File: config.mk
export PLATFORM = sky130hd
export DESIGN_NAME = edrc_ctrl
export DESIGN_NICKNAME = d
export VERILOG_FILES = /design/src/rtl/edrc_pkg.sv /design/src/rtl/edrc_tmr_if.sv /design/src/rtl/edrc_ctrl.sv /design/src/rtl/edrc_timer.sv
export SDC_FILE = /design/constraint.sdc
export NUM_CORES = 1
export LEC_CHECK = 0
export BUFFER_PORTS_ARGS = -buffer_cell sky130_fd_sc_hd__buf_2
export CAP_MARGIN = 10
export CORE_ASPECT_RATIO = 2
export CORE_UTILIZATION = 40
export CTS_CLUSTER_DIAMETER = 200
export DETAILED_ROUTE_END_ITERATION = 10
export PLACE_DENSITY = 0.64
export SLEW_MARGIN = 25
export SYNTH_ARGS = -nofsm -noshare
export SYNTH_HDL_FRONTEND = slang
export SYNTH_HIERARCHICAL = 1
export SYNTH_SLANG_ARGS = --single-unit
File: constraint.sdc
create_clock -name clk -period 9.2 [get_ports clk]
set_clock_uncertainty 0.15 [all_clocks]
set_input_delay 0.92 -clock clk [delete_from_list [all_inputs] [get_ports clk]]
set_output_delay 0.92 -clock clk [all_outputs]
set_load 0.1 [all_outputs]
File: src/rtl/edrc_pkg.sv
package edrc_pkg;
  localparam int CLK_KHZ = 10_000;
  localparam int ADDR_W = 10;
  localparam int DATA_W = 16;
  localparam int TMR_W = 11;
  localparam int SYNC_DEPTH = 3;
  localparam int T_CSR_NS = 5;
  localparam int T_CHR_NS = 10;
  localparam int T_RPC_NS = 5;
  localparam int T_RASS_US = 100;
  localparam int T_RPS_NS = 130;
  localparam int T_RP_NS = 50;
  localparam int T_RAS_NS = 70;
  localparam int T_RCD_NS = 14;
  localparam int T_CP_NS = 10;
  localparam int T_CAS_NS = 12;
  localparam int T_RAC_NS = 70;
  localparam int T_REF_MS = 16;
  localparam int REF_ROWS = 1024;

  // least times round up, never below one cycle
  function automatic int cyc_min(input int ns);
    int c;
    c = (ns * CLK_KHZ + 999_999) / 1_000_000;
    return (c < 1) ? 1 : c;
  endfunction

  localparam int CSR_CYC = cyc_min(T_CSR_NS);
  localparam int CHR_CYC = cyc_min(T_CHR_NS);
  localparam int RPC_CYC = cyc_min(T_RPC_NS);
  localparam int RPS_CYC = cyc_min(T_RPS_NS);
  localparam int RP_CYC = cyc_min(T_RP_NS);
  localparam int RAS_CYC = cyc_min(T_RAS_NS);
  localparam int RCD_CYC = cyc_min(T_RCD_NS);
  localparam int CP_CYC = cyc_min(T_CP_NS);
  localparam int CAS_CYC = cyc_min(T_CAS_NS);
  localparam int RD_CYC = cyc_min(T_RAC_NS) + SYNC_DEPTH;
  localparam int RASS_CYC = (T_RASS_US * CLK_KHZ + 999) / 1000;
  // longest refresh spacing rounds down
  localparam int REF_CYC = (T_REF_MS * CLK_KHZ) / REF_ROWS;

  typedef enum logic [2:0] {
    S_IDLE = 3'b000,
    S_ROW = 3'b001,
    S_COL = 3'b010,
    S_CEND = 3'b011,
    S_PRE = 3'b100,
    S_CBR_SET = 3'b101,
    S_CBR_HOLD = 3'b110
  } edrc_state_t;
endpackage

File: src/rtl/edrc_tmr_if.sv
`timescale 1ns/100ps
`default_nettype none
interface edrc_tmr_if #(parameter int W = 11);
  logic load;
  logic [W-1:0] value;
  logic expired;
  modport ctl (output load, output value, input expired);
  modport tmr (input load, input value, output expired);
endinterface
`default_nettype wire

File: src/rtl/edrc_ctrl.sv
`timescale 1ns/100ps
`default_nettype none
// Functional notes
// strobe release floats data after later turnoff
// oe or we release floats, earliest wins
// outputs float at earliest of both paths
// read hold met before any we pulse
// cas low before ras, held after fall
// cas high after precharge before refresh
// self refresh holds ras low long enough
// precharge after self refresh exit
// cas may rise with ras on exit
// self refresh only on low-power variant
// unselected lane ignored in byte cycles
// any read/write mix within one page
// each byte lane strobed independently
// distributed refresh combines with self refresh
// burst refresh around self refresh if used
// short self refresh pulse is one refresh
// all rows refreshed within the period
// refresh: data floated, we/oe idle
// refresh row from device counter
module edrc_ctrl #(
  parameter bit LOW_POWER = 1'b1,
  parameter int REF_CYC_P = edrc_pkg::REF_CYC,
  parameter int RASS_CYC_P = edrc_pkg::RASS_CYC
) (
  input wire logic clk,
  input wire logic srst,
  input wire logic req_valid,
  output logic req_ready,
  input wire logic req_write,
  input wire logic [1:0] req_be,
  input wire logic [2*edrc_pkg::ADDR_W-1:0] req_addr,
  input wire logic [edrc_pkg::DATA_W-1:0] req_wdata,
  output logic rsp_valid,
  output logic [edrc_pkg::DATA_W-1:0] rsp_rdata,
  input wire logic self_refresh_req,
  output logic self_refresh_active,
  output logic row_strobe_n,
  output logic upper_byte_column_strobe_n,
  output logic lower_byte_column_strobe_n,
  output logic write_enable_n,
  output logic output_enable_n,
  output logic [edrc_pkg::ADDR_W-1:0] mem_addr,
  output logic [edrc_pkg::DATA_W-1:0] dq_out,
  output logic dq_oe_n,
  input wire logic [edrc_pkg::DATA_W-1:0] dq_in
);
  import edrc_pkg::*;

  if (REF_CYC_P < 2 || REF_CYC_P > REF_CYC || RASS_CYC_P < 1 ||
      RASS_CYC_P >= (1 << TMR_W) || DATA_W != 16) begin : g_chk
    $error("edrc_ctrl: unsupported parameter values");
  end

  edrc_tmr_if #(.W(TMR_W)) tmr ();
  edrc_timer #(.W(TMR_W)) u_timer (.clk(clk), .srst(srst), .t(tmr));

  edrc_state_t state_q, state_d;
  logic ras_n_q, ras_n_d, upper_byte_column_strobe_n_n_q, upper_byte_column_strobe_n_n_d, lower_byte_column_strobe_n_n_q, lower_byte_column_strobe_n_n_d;
  logic we_n_q, we_n_d, oe_n_q, oe_n_d, dq_oe_n_q, dq_oe_n_d;
  logic [ADDR_W-1:0] addr_q, addr_d, row_q, row_d, col_q, col_d;
  logic [DATA_W-1:0] dq_out_q, dq_out_d, wdata_q, wdata_d;
  logic [DATA_W-1:0] rdata_q, rdata_d;
  logic write_q, write_d, self_q, self_d;
  logic [1:0] be_q, be_d;
  logic rsp_valid_q, rsp_valid_d;
  logic ref_pend_q, ref_pend_d;
  logic [TMR_W-1:0] ref_cnt_q, ref_cnt_d;
  logic [DATA_W-1:0] dq_s1_q, dq_s2_q, dq_s3_q;
  logic go_col, ref_set, ref_clr, sr_want, same_row;

  // self refresh is refused outright on the standard variant
  assign sr_want = self_refresh_req && LOW_POWER;
  assign same_row = (req_addr[2*ADDR_W-1:ADDR_W] == row_q);

  always_comb begin
    state_d = state_q;
    ras_n_d = ras_n_q;
    upper_byte_column_strobe_n_n_d = upper_byte_column_strobe_n_n_q;
    lower_byte_column_strobe_n_n_d = lower_byte_column_strobe_n_n_q;
    we_n_d = we_n_q;
    oe_n_d = oe_n_q;
    dq_oe_n_d = dq_oe_n_q;
    addr_d = addr_q;
    dq_out_d = dq_out_q;
    row_d = row_q;
    col_d = col_q;
    wdata_d = wdata_q;
    write_d = write_q;
    be_d = be_q;
    self_d = self_q;
    rdata_d = rdata_q;
    rsp_valid_d = 1'b0;
    req_ready = 1'b0;
    tmr.load = 1'b0;
    tmr.value = '0;
    go_col = 1'b0;
    ref_clr = 1'b0;
    ref_set = (ref_cnt_q == '0);
    ref_cnt_d = ref_set ? TMR_W'(REF_CYC_P - 1) : ref_cnt_q - 1'b1;
    case (state_q)
      S_IDLE: begin
        if (ref_pend_q || sr_want) begin
          // address, we and oe left idle: the device counts rows itself
          upper_byte_column_strobe_n_n_d = 1'b0;
          lower_byte_column_strobe_n_n_d = 1'b0;
          self_d = !ref_pend_q;
          // distributed refresh only, so no burst is owed around self refresh
          ref_clr = ref_pend_q;
          tmr.load = 1'b1;
          tmr.value = TMR_W'(CSR_CYC);
          state_d = S_CBR_SET;
        end else begin
          req_ready = 1'b1;
          if (req_valid) begin
            row_d = req_addr[2*ADDR_W-1:ADDR_W];
            col_d = req_addr[ADDR_W-1:0];
            write_d = req_write;
            be_d = req_be;
            wdata_d = req_wdata;
            addr_d = req_addr[2*ADDR_W-1:ADDR_W];
            ras_n_d = 1'b0;
            tmr.load = 1'b1;
            tmr.value = TMR_W'(RCD_CYC);
            state_d = S_ROW;
          end
        end
      end
      S_ROW: begin
        go_col = tmr.expired;
      end
      S_COL: begin
        // wait for the resynchronised bus to settle before capture
        if (tmr.expired && (write_q || dq_s2_q == dq_s3_q)) begin
          upper_byte_column_strobe_n_n_d = 1'b1;
          lower_byte_column_strobe_n_n_d = 1'b1;
          oe_n_d = 1'b1;
          we_n_d = 1'b1;
          dq_oe_n_d = 1'b1;
          rsp_valid_d = !write_q;
          if (!write_q) begin
            rdata_d = dq_s3_q;
          end
          tmr.load = 1'b1;
          tmr.value = TMR_W'(CP_CYC);
          state_d = S_CEND;
        end
      end
      S_CEND: begin
        if (tmr.expired) begin
          if (same_row && !ref_pend_q && !sr_want) begin
            req_ready = 1'b1;
          end
          if (req_ready && req_valid) begin
            col_d = req_addr[ADDR_W-1:0];
            write_d = req_write;
            be_d = req_be;
            wdata_d = req_wdata;
            go_col = 1'b1;
          end else begin
            ras_n_d = 1'b1;
            tmr.load = 1'b1;
            tmr.value = TMR_W'(RP_CYC);
            state_d = S_PRE;
          end
        end
      end
      S_PRE: begin
        // cas stays high here, giving the column hold before refresh
        if (tmr.expired) begin
          state_d = S_IDLE;
        end
      end
      S_CBR_SET: begin
        if (tmr.expired) begin
          ras_n_d = 1'b0;
          tmr.load = 1'b1;
          tmr.value = self_q ? TMR_W'(RASS_CYC_P) : TMR_W'(RAS_CYC);
          state_d = S_CBR_HOLD;
        end
      end
      S_CBR_HOLD: begin
        // never leave self refresh early: a short pulse is one refresh
        if (tmr.expired && !(self_q && sr_want)) begin
          ras_n_d = 1'b1;
          upper_byte_column_strobe_n_n_d = 1'b1;
          lower_byte_column_strobe_n_n_d = 1'b1;
          self_d = 1'b0;
          tmr.load = 1'b1;
          tmr.value = self_q ? TMR_W'(RPS_CYC) : TMR_W'(RP_CYC);
          state_d = S_PRE;
        end
      end
      default: begin
        state_d = S_IDLE;
      end
    endcase
    if (go_col) begin
      addr_d = col_d;
      we_n_d = !write_d;
      oe_n_d = write_d;
      dq_out_d = wdata_d;
      dq_oe_n_d = !write_d;
      // unselected lane keeps its strobe high, but its bits still enter the settle compare and rsp_rdata
      upper_byte_column_strobe_n_n_d = !be_d[1];
      lower_byte_column_strobe_n_n_d = !be_d[0];
      tmr.load = 1'b1;
      tmr.value = write_d ? TMR_W'(CAS_CYC) : TMR_W'(RD_CYC);
      state_d = S_COL;
    end
    // a new refresh tick wins over the clear
    ref_pend_d = ref_set || (ref_pend_q && !ref_clr);
  end

  always_ff @(posedge clk) begin
    if (srst) begin
      state_q <= S_IDLE;
      ras_n_q <= 1'b1;
      upper_byte_column_strobe_n_n_q <= 1'b1;
      lower_byte_column_strobe_n_n_q <= 1'b1;
      we_n_q <= 1'b1;
      oe_n_q <= 1'b1;
      dq_oe_n_q <= 1'b1;
      addr_q <= '0;
      dq_out_q <= '0;
      row_q <= '0;
      col_q <= '0;
      wdata_q <= '0;
      write_q <= 1'b0;
      be_q <= '0;
      self_q <= 1'b0;
      rdata_q <= '0;
      rsp_valid_q <= 1'b0;
      ref_pend_q <= 1'b0;
      ref_cnt_q <= TMR_W'(REF_CYC_P - 1);
      dq_s1_q <= '0;
      dq_s2_q <= '0;
      dq_s3_q <= '0;
    end else begin
      state_q <= state_d;
      ras_n_q <= ras_n_d;
      upper_byte_column_strobe_n_n_q <= upper_byte_column_strobe_n_n_d;
      lower_byte_column_strobe_n_n_q <= lower_byte_column_strobe_n_n_d;
      we_n_q <= we_n_d;
      oe_n_q <= oe_n_d;
      dq_oe_n_q <= dq_oe_n_d;
      addr_q <= addr_d;
      dq_out_q <= dq_out_d;
      row_q <= row_d;
      col_q <= col_d;
      wdata_q <= wdata_d;
      write_q <= write_d;
      be_q <= be_d;
      self_q <= self_d;
      rdata_q <= rdata_d;
      rsp_valid_q <= rsp_valid_d;
      ref_pend_q <= ref_pend_d;
      ref_cnt_q <= ref_cnt_d;
      dq_s1_q <= dq_in;
      dq_s2_q <= dq_s1_q;
      dq_s3_q <= dq_s2_q;
    end
  end

  assign row_strobe_n = ras_n_q;
  assign upper_byte_column_strobe_n = upper_byte_column_strobe_n_n_q;
  assign lower_byte_column_strobe_n = lower_byte_column_strobe_n_n_q;
  assign write_enable_n = we_n_q;
  assign output_enable_n = oe_n_q;
  assign mem_addr = addr_q;
  assign dq_out = dq_out_q;
  assign dq_oe_n = dq_oe_n_q;
  assign rsp_valid = rsp_valid_q;
  assign rsp_rdata = rdata_q;
  assign self_refresh_active = self_q && (state_q == S_CBR_HOLD);

  // helper counters read only by the checks below
  logic [TMR_W:0] ras_lo_cnt_q, ras_hi_cnt_q, ref_gap_q;
  logic last_self_q;
  always_ff @(posedge clk) begin
    if (srst) begin
      ras_lo_cnt_q <= '0;
      ras_hi_cnt_q <= '0;
      ref_gap_q <= '0;
      last_self_q <= 1'b0;
    end else begin
      // saturates so a long self refresh cannot wrap the count
      if (ras_n_q) begin
        ras_lo_cnt_q <= '0;
      end else if (ras_lo_cnt_q != '1) begin
        ras_lo_cnt_q <= ras_lo_cnt_q + 1'b1;
      end
      ras_hi_cnt_q <= ras_n_q ? ras_hi_cnt_q + 1'b1 : '0;
      if (ref_clr || self_refresh_active) begin
        ref_gap_q <= '0;
      end else if (ref_gap_q != '1) begin
        ref_gap_q <= ref_gap_q + 1'b1;
      end
      // taken while ras is low: self_q already clears on the exit edge
      if (!ras_n_q) begin
        last_self_q <= self_q;
      end
    end
  end
endmodule
`default_nettype wire

File: src/rtl/edrc_timer.sv
`timescale 1ns/100ps
`default_nettype none
module edrc_timer #(
  parameter int W = 11
) (
  input wire logic clk,
  input wire logic srst,
  edrc_tmr_if.tmr t
);
  logic [W-1:0] count_q;
  logic [W-1:0] count_d;

  always_comb begin
    count_d = count_q;
    if (t.load) begin
      count_d = t.value;
    end else if (count_q != '0) begin
      count_d = count_q - 1'b1;
    end
  end

  always_ff @(posedge clk) begin
    if (srst) begin
      count_q <= '0;
    end else begin
      count_q <= count_d;
    end
  end

  assign t.expired = (count_q == '0);
endmodule
`default_nettype wire

* Word level (Yosys, flattened, before mapping) *
Cells that the tools add are included.

word-level totals
  bits in registers = 162
  input bits = 59
  output and inout bits = 51
  word-level logic and storage cells = 187

cells by class
  add/subtract/negate cells = 2
  equal/unequal tests = 28
  mux-type cells = 86
  bitwise operators = 5
  reduce and logical (&&, ||, !) cells = 43

operators by type and width
  operator                                                              count
  10-bit two-way mux                                                    10
  16-bit two-way mux                                                    4
  10-bit case mux with 5 select lines                                   1
  1-bit two-way mux                                                     41
  11-bit two-way mux                                                    3
  16-bit case mux with 2 select lines                                   1
  3-bit two-way mux                                                     9
  3-bit inequality test, second input constant                          8
  11-bit zero test                                                      2
  2-bit inequality test, second input constant                          11
  11-bit by 1-bit subtractor with 11-bit output, second input constant  2
  3-bit case mux with 7 select lines                                    1
  10-bit case mux with 2 select lines                                   1
  16-bit equality test                                                  1
  8-bit AND reduction                                                   2
  2-bit two-way mux                                                     7
  3-bit AND reduction                                                   4
  2-bit nonzero test                                                    6
  11-bit nonzero test                                                   1
  10-bit equality test                                                  1
  3-bit equality test, second input constant                            3
  1-bit logical AND                                                     8
  1-bit zero test                                                       8
  1-bit case mux with 2 select lines                                    4
  16 further kinds                                                      25

* Longest topological paths before layout *
Gate-level depths: netlist of run 1.

  depth after elaboration = 13
  gate-level depth with buffers = 14
  mapped depth without buffers = 12

* Modules after synthesis *
The synthesis of run 1 kept the hierarchy.

modules (own cells, without submodules)
  module      times used  cells an instance  area an instance (um^2)
  edrc_ctrl   1           593                5,716.7
  edrc_timer  1           72                 626.9

* Worst setup path before layout of run 1 *
OpenSTA, ideal clock, no wires.

  path kind = reg-to-output
  from = register u_timer.count_q[0]
  to = output req_ready
  arrival time = 3,337 ps
  required time = 8,130 ps
  setup slack = 4,793 ps
  stages on the path, launching flop included = 8
  path buffers = 1
  cells stage by stage = dfxtp_1 -> inv_1 -> ha_1 -> or4b_1 -> buf_2 -> nor4_4 -> nand3_1 -> o22ai_1

between the ends
  cells in the longest elaborated chain, start to end = 3

ends and longest elaborated chain
  item                                line              text
  start: declaration                  edrc_timer.sv:10  logic [W-1:0] count_q;
  start signal: assignment            edrc_timer.sv:26  count_q <= count_d;
  11-bit zero test                    edrc_timer.sv:30  assign t.expired = (count_q == '0);
  via tmr.expired                     edrc_tmr_if.sv:6  logic expired;
  1-bit two-way mux                   edrc_ctrl.sv:152  if (tmr.expired) begin
  1-bit case mux with 2 select lines  edrc_ctrl.sv:103  case (state_q)
  end: declaration                    edrc_ctrl.sv:31   output logic req_ready,

The timed path passes the listed nets, and every way through them passes these cells.

* Worst setup path after layout of run 1 *
Ends and elaborated chain as after synthesis.

==> metrics.md, run 1 <==
| Metric | Value |
|---|---|
| Synth Flop Type | dfxtp_1 |
| TritonCTS clock tree | yes |
| Post-CTS Setup Bufs | 0 |
| FILL cells | 1,495 |
| Num Clock Sinks | 162 |
| Mapped Cells | about 670 |
| Status | finished, final reports clean |
| Worst r2r src | u_timer/count_q[0] |
| Cts hold-fix bufs | 0 |
| Bufs on Longest Clock Path | 2 |
| Worst Max-Slew Pin Slew | ~850 ps |
| Nets | 820 |
| Critical Path RT | ~8100 ps |
| Final WS setup | 5100 ps |
| Area of the multi-input gates | ~0.0028 sq mm |
| Routed wire length | between 10,000 and 15,000 um |
| N_diodes | 0 |
| H-tree Lvls | 4 |
| DRT Pass-1 Iters | 5 |
| P&R area growth vs syn | 19.6% |
| CP max FO | 21 |
| Slowest CP cell | or4b_1 |
| EDFF count, synth | 0 |
| Post-synthesis cell area | ~0.0063 sq mm |
| DRC viols | 0 |
| Largest net degree at the start of global routing | between 80 and 90 |
| Worst Setup End Kind | output port |
| Max Slew Vio Count | 0 |
| Register area share after synthesis | about half |
| HPWL Detailed | about 11,000 um |
| Hold WS | ~280 ps |
| Rel. slew slack | between 40% and 50% |
| Io pins | 110 |
| Share of cells above drive strength 1 | about 22% |
| Slowest stage delay, CP | between 600 and 700 ps |
| Worst-skew pair later-pin latency | 430 ps |
| Power Density | about 320 mW/mm^2 |
| Number of DRC markers in iteration 0 | ~240 |
| Via-to-Cell Ratio | just over 5 |
| Setup TNS | 0 ps |
| Pre-CTS setup slack | between 5000 and 6000 ps |
| DR vias | approximately 5,000 |
| Number of global-route vias before repair | roughly 5,100 |
| Core box area | roughly 0.015 sq mm |
| CP top delay family | simple AND/OR/NAND/NOR gates |
| Die width | slightly above 90 um |
| Gr ovfl total | 0 |
| Row cnt | 64 |
| Worst setup SP type | flop |
| Critical Path, Cell by Cell | inv_1 > ha_1 > or4b_1 > nor4_4 > buf_4 > nand3_1 > o22ai_1 > buf_2 |
| Hold Fails Final Rpt | 0 |
| Count of cell types in the netlist | 64 |
| FFs w/ async S/R, synth | 0% |
| Tot Pwr | between 2 and 2.5 mW |
| Tcrit/Tclk final | between 40% and 50% |
| Tot GR Track Use | ~18% |
| Die ar. | 0.0164 sq mm |
| Most frequent cells in the layout | dfxtp_1, buf_2, nor2_1 |
| Port-buffer cells | between 100 and 150 |
| Clk slew on worst S/H paths | around 70 ps |
| Worst path arrival time | between 3000 and 4000 ps |
| Maxcap violations | 0 |
| Cts bufs inserted | 17 |
| Post-CTS Resized | 0 |
| Final setup fails | 0 |
| WL per Instance | ~15 um |
| Final min period | ~4100 ps |
| Hold Path Origin | dq_s1_q[1] |
| Global-route wire length before repair | 24,000 um |
| LEAKAGE | 3.12 nW |
| Initial Utilization | 41.3% |
| Post-layout util | about half |
| Worst vdd ir | between 100 and 150 uV |
| GPL Wtd Cong | about 0.9 |
| Initial antenna violation count | 0 |
| Hold Crit Class | flop to flop |
| Mean area per synthesized cell | roughly 9.5 sq um |
| Fmax | roughly 240 MHz |
| WP buf/inv | 3 |
| RSZ-0062 raised after global routing | false |
| Die height | around 180 um |
| Most common cell after layout, fill and taps aside | dfxtp_1 |
| DRT antenna net count | 0 |
| Root buffer cell | clkbuf_16 |
| YS warnings | 6 |
| Register area | between 0.003 and 0.004 sq mm |
| Crit Path Class | flop to output port |
| Worst setup startpoint | u_timer/count_q[0] |
| Synth Register Bits | roughly 160 |
-- final cells by class --
cell class	count	area share (%)
Clock inverter	15	2.44
Multi-Input combinational cell	451	37.5
Timing Repair Buffer	115	7.82
Inverter	12	0.594
Sequential cell	162	42.8
Tap cell	198	3.27
Clock buffer	17	5.61
-- path summary, 6_finish.rpt --
path,end,slack [ps],cells past startpoint
setup / recovery,req_ready,5100,8
hold / removal,dq_s2_q[1],280,1
setup reg to reg,u_timer/count_q[0],5400,14
hold reg to reg,dq_s2_q[1],280,1
-- cell families after synthesis --
family,after synthesis,synth area share [%]
muxes,46,7.32
and+or+nand+nor,258,20.1
other,1,0.0591
adders and majority gates,2,0.394
buffers and inverters,53,4.08
AOI/OAI and AO/OA,106,11.8
xor gates and xnor gates,37,5.11
DFF,162,51.1
-- routing by layer --
layer	up-vias	part of all wire [%]	global-route usage, %	wire length (um)
li1	2475	-	-	-
met1	2331	38	17.9	5550
met2	159	55	34.5	8100
met3	34	4.5	4.64	659
met4	0	3.1	10.2	464
met5	-	0	0	0
-- state kept, by name, summed over array words and instances, names as in the netlist, 2 cells and up --
signal	count
ref_cnt_q	11
rsp_rdata	16
dq_s3_q	16
mem_addr	10
col_q	10
u_timer/count_q	11
be_q	2
dq_out	16
dq_s2_q	16
dq_s1_q	16
state_q	3
row_q	10
wdata_q	16
-- power by group --
part,switching (mW),leakage (nW),internal (mW),total (mW)
combinational,0.602,1.50,0.240,0.842
sequential,0.0886,1.32,0.796,0.885
clock,0.320,0.298,0.392,0.712
total,1.01,3.12,1.43,2.44
-- synth_stat cells (all sizes together) (4+ instances only) --
cell type	number	area share, %
a211oi	17	2.0
a21oi	31	2.4
a31o	10	1.4
buf	17	2.0
clkbuf	24	1.4
dfxtp	162	51
inv	11	0.65
mux2i	43	6.8
nand2	61	3.6
nand3	7	0.55
nand4	7	0.69
nor2	86	5.2
nor2b	51	5.0
nor3	15	1.3
nor4	9	1.2
o21ai	12	0.95
o31ai	6	0.93
or3	4	0.47
or4	5	0.59
xnor2	34	4.7
-- metrics by stage --
stage,cells,cell area [sq um]
floorplan,666,6350
global placement,938,6970
detailed placement,938,6970
CTS,970,7580
global route,970,7580
finish,970,7580
Note: power is estimated with default switching activity, not from simulation.
==> inputs of run 2 (changes only) <==
Clock period 9.2 ns to 3.9 ns, I/O delays scaled along.
==> metrics.md, run 2 (synthesized netlist as in run 1, its figures left out) <==
| Metric | Value |
|---|---|
| CP top delay family | simple AND/OR/NAND/NOR gates |
| Gr ovfl total | 0 (unchanged) |
| Fmax | 276 MHz |
| Worst r2r src | u_timer/count_q[0] |
| Row cnt | 64 (unchanged) |
| Post-placement cell count | 946 (+0.85%) |
| Worst Setup End Kind | output port |
| Nets | 828 (+0.98%) |
| Most common cell after layout, fill and taps aside | dfxtp_1 |
| Bufs on Longest Clock Path | 2 (unchanged) |
| DRT Pass-1 Iters | 5 (unchanged) |
| Tot Pwr | 5.81 mW (+140%) |
| Hold Crit Class | input pin to flop |
| Status | finished, final reports clean |
| RSZ-0062 raised after global routing | false |
| Slowest stage delay, CP | 630 ps (+20 ps) |
| Maxcap violations | 0 (unchanged) |
| Flop2flop setup slack | 360 ps (-5040 ps) |
| Io pins | 110 (unchanged) |
| Worst path arrival time | 3080 ps (+50 ps) |
| Clk slew on worst S/H paths | 60 ps (about the same) |
| RR Endpoint | u_timer/count_q[0] |
| Post-CTS Setup Bufs | 0 (unchanged) |
| Critical Path RT | 3360 ps (-4770 ps) |
| Post-route cell area | 0.00763 sq mm (+0.63%) |
| Initial antenna violation count | 2 (+2) |
| Hold Path Depth | 2 (+1) |
| Via-to-Cell Ratio | 5.19 (+0.62%) |
| CP max FO | 11 (-48%) |
| Most frequent cells in the layout | dfxtp_1, buf_2, nor2_1 |
| Worst-skew pair later-pin latency | 420 ps (about the same) |
| Crit Path Class | flop to output port |
| H-tree Lvls | 4 (unchanged) |
| Cts bufs inserted | 17 (unchanged) |
| Critical Path, Cell by Cell | inv_1 > ha_1 > or4b_1 > nor4_4 > buf_4 > nand3_1 > o22ai_1 > buf_2 |
| Die ar. | 0.0164 sq mm (unchanged) |
| Post-CTS Resized | 0 (unchanged) |
| Power Density | 761 mW/mm^2 (+140%) |
| Hold Path Origin | dq_in[13] |
| WL per Instance | 15.3 um (+0.35%) |
| Worst setup SP type | flop |
| Critical path depth | 8 (unchanged) |
| Largest net degree at the start of global routing | 79 (-8.1%) |
| Num Clock Sinks | 162 (unchanged) |
| Hold Fails Final Rpt | 0 (unchanged) |
| FILL cells | 1,479 (-1.1%) |
| DR vias | 5,082 (+1.7%) |
| Worst vdd ir | 307 uV (+110%) |
| HPWL Detailed | 10,700 um (+0.49%) |
| Core box area | 0.0154 sq mm (unchanged) |
| Global-route wire length before repair | 24,100 um (+0.63%) |
| Tot GR Track Use | 18.8% (+0.42 points) |
| Die height | 180 um (unchanged) |
| Share of cells above drive strength 1 | 22.8% (+0.80 points) |
| DRC viols | 0 (unchanged) |
| Cts hold-fix bufs | 0 (unchanged) |
| Slowest CP cell | or4b_1 |
| Number of global-route vias before repair | 5,013 (-0.91%) |
| P&R area growth vs syn | 20.3% |
| Fin cells | 980 (+1.0%) |
| Placed inst area | 0.00703 sq mm (+0.86%) |
| GPL Wtd Cong | 0.973 (+5.5%) |
| Rel. slew slack | 40.0% (-3.0 points) |
| LEAKAGE | 3.15 nW (+1.0%) |
| WP buf/inv | 3 (unchanged) |
| Final setup fails | 0 (unchanged) |
| Setup TNS | 0 ps (unchanged) |
| Routed wire length | 15,000 um (+1.4%) |
| Max Slew Vio Count | 0 (unchanged) |
| Register area | 0.00324 sq mm (unchanged) |
| Root buffer cell | clkbuf_16 |
| Worst Hold Endpoint | dq_s1_q[13] |
| TritonCTS clock tree | yes |
| Area of the multi-input gates | 0.00285 sq mm (unchanged) |
| Die width | 91.0 um (unchanged) |
| Register-to-Register Path Depth | 12 (-2) |
| Tcrit/Tclk final | between 90 and 100% |
| Port-buffer cells | 109 (unchanged) |
| Final min period | approximately 3600 ps |
| Initial Utilization | 41.3% (unchanged) |
| Number of DRC markers in iteration 0 | 263 (+11%) |
| Worst Max-Slew Pin Slew | 897 ps (+44.6 ps) |
| DRT antenna net count | 0 (unchanged) |
## run 2: cell types whose count changed in the layout (fill, tap and decap cells not counted), sizes merged
cell,before,now
buf,115,123
bufinv,1,2
clkinvlp,1,2
diode,0,2
clkinv,5,4
inv,20,19
## run 2: power breakdown
| part | switching (mW) | internal (mW) | total (mW) |
|---|---|---|---|
| clock | 0.705 | 0.962 | 1.67 |
| sequential | 0.199 | 1.88 | 2.08 |
| combinational | 1.46 | 0.609 | 2.06 |
| total | 2.36 | 3.45 | 5.81 |
## run 2: how the worst max path moves through the flow
stage / start / end
after floorplan: u_timer/count_q[0] / req_ready
after global placement: u_timer/count_q[0] / u_timer/count_q[8]
after detailed placement: u_timer/count_q[0] / u_timer/count_q[0]
after CTS: u_timer/count_q[0] / req_ready
after global routing: u_timer/count_q[0] / req_ready
final: u_timer/count_q[0] / req_ready
## run 2: routing by layer
layer	part of all wire (%)	vias up	wire (um)	GRT usage, %
met1	37	2388	5480	18.0
met3	4.7	41	708	4.22
met4	4.8	0	712	12.6
met2	54	159	8080	34.9
li1	-	2494	-	-
met5	0	-	0	0
## run 2: worst register-to-register path: cells and delay by family (launching register included)
family          cells  cell delay (ps)
compound gates      3              910
fa+ha+maj           1              190
buf+inv             3              550
flops               1              360
simple gates        5             1260
## run 2: layout make-up
class / count / area share (%)
clock inverter: 15 / 2.20
clock buffer: 17 / 5.57
sequential: 162 / 42.5
multi-input combinational: 451 / 37.3
inverter: 12 / 0.590
antenna: 2 / 0.0656
timing repair buffer: 123 / 8.56
tap: 198 / 3.25
## run 2: through the flow
stage / util [%] / worst slack [ps] / hold slack, ps
after global placement: 45.8 / 543 / 270
after global routing: 49.6 / 55.4 / 22.5
after floorplan: - / 22.5 / 257
after CTS: 49.6 / 273 / 2.41
final: 49.6 / 278 / 25.0
after detailed placement: 45.8 / 393 / 276
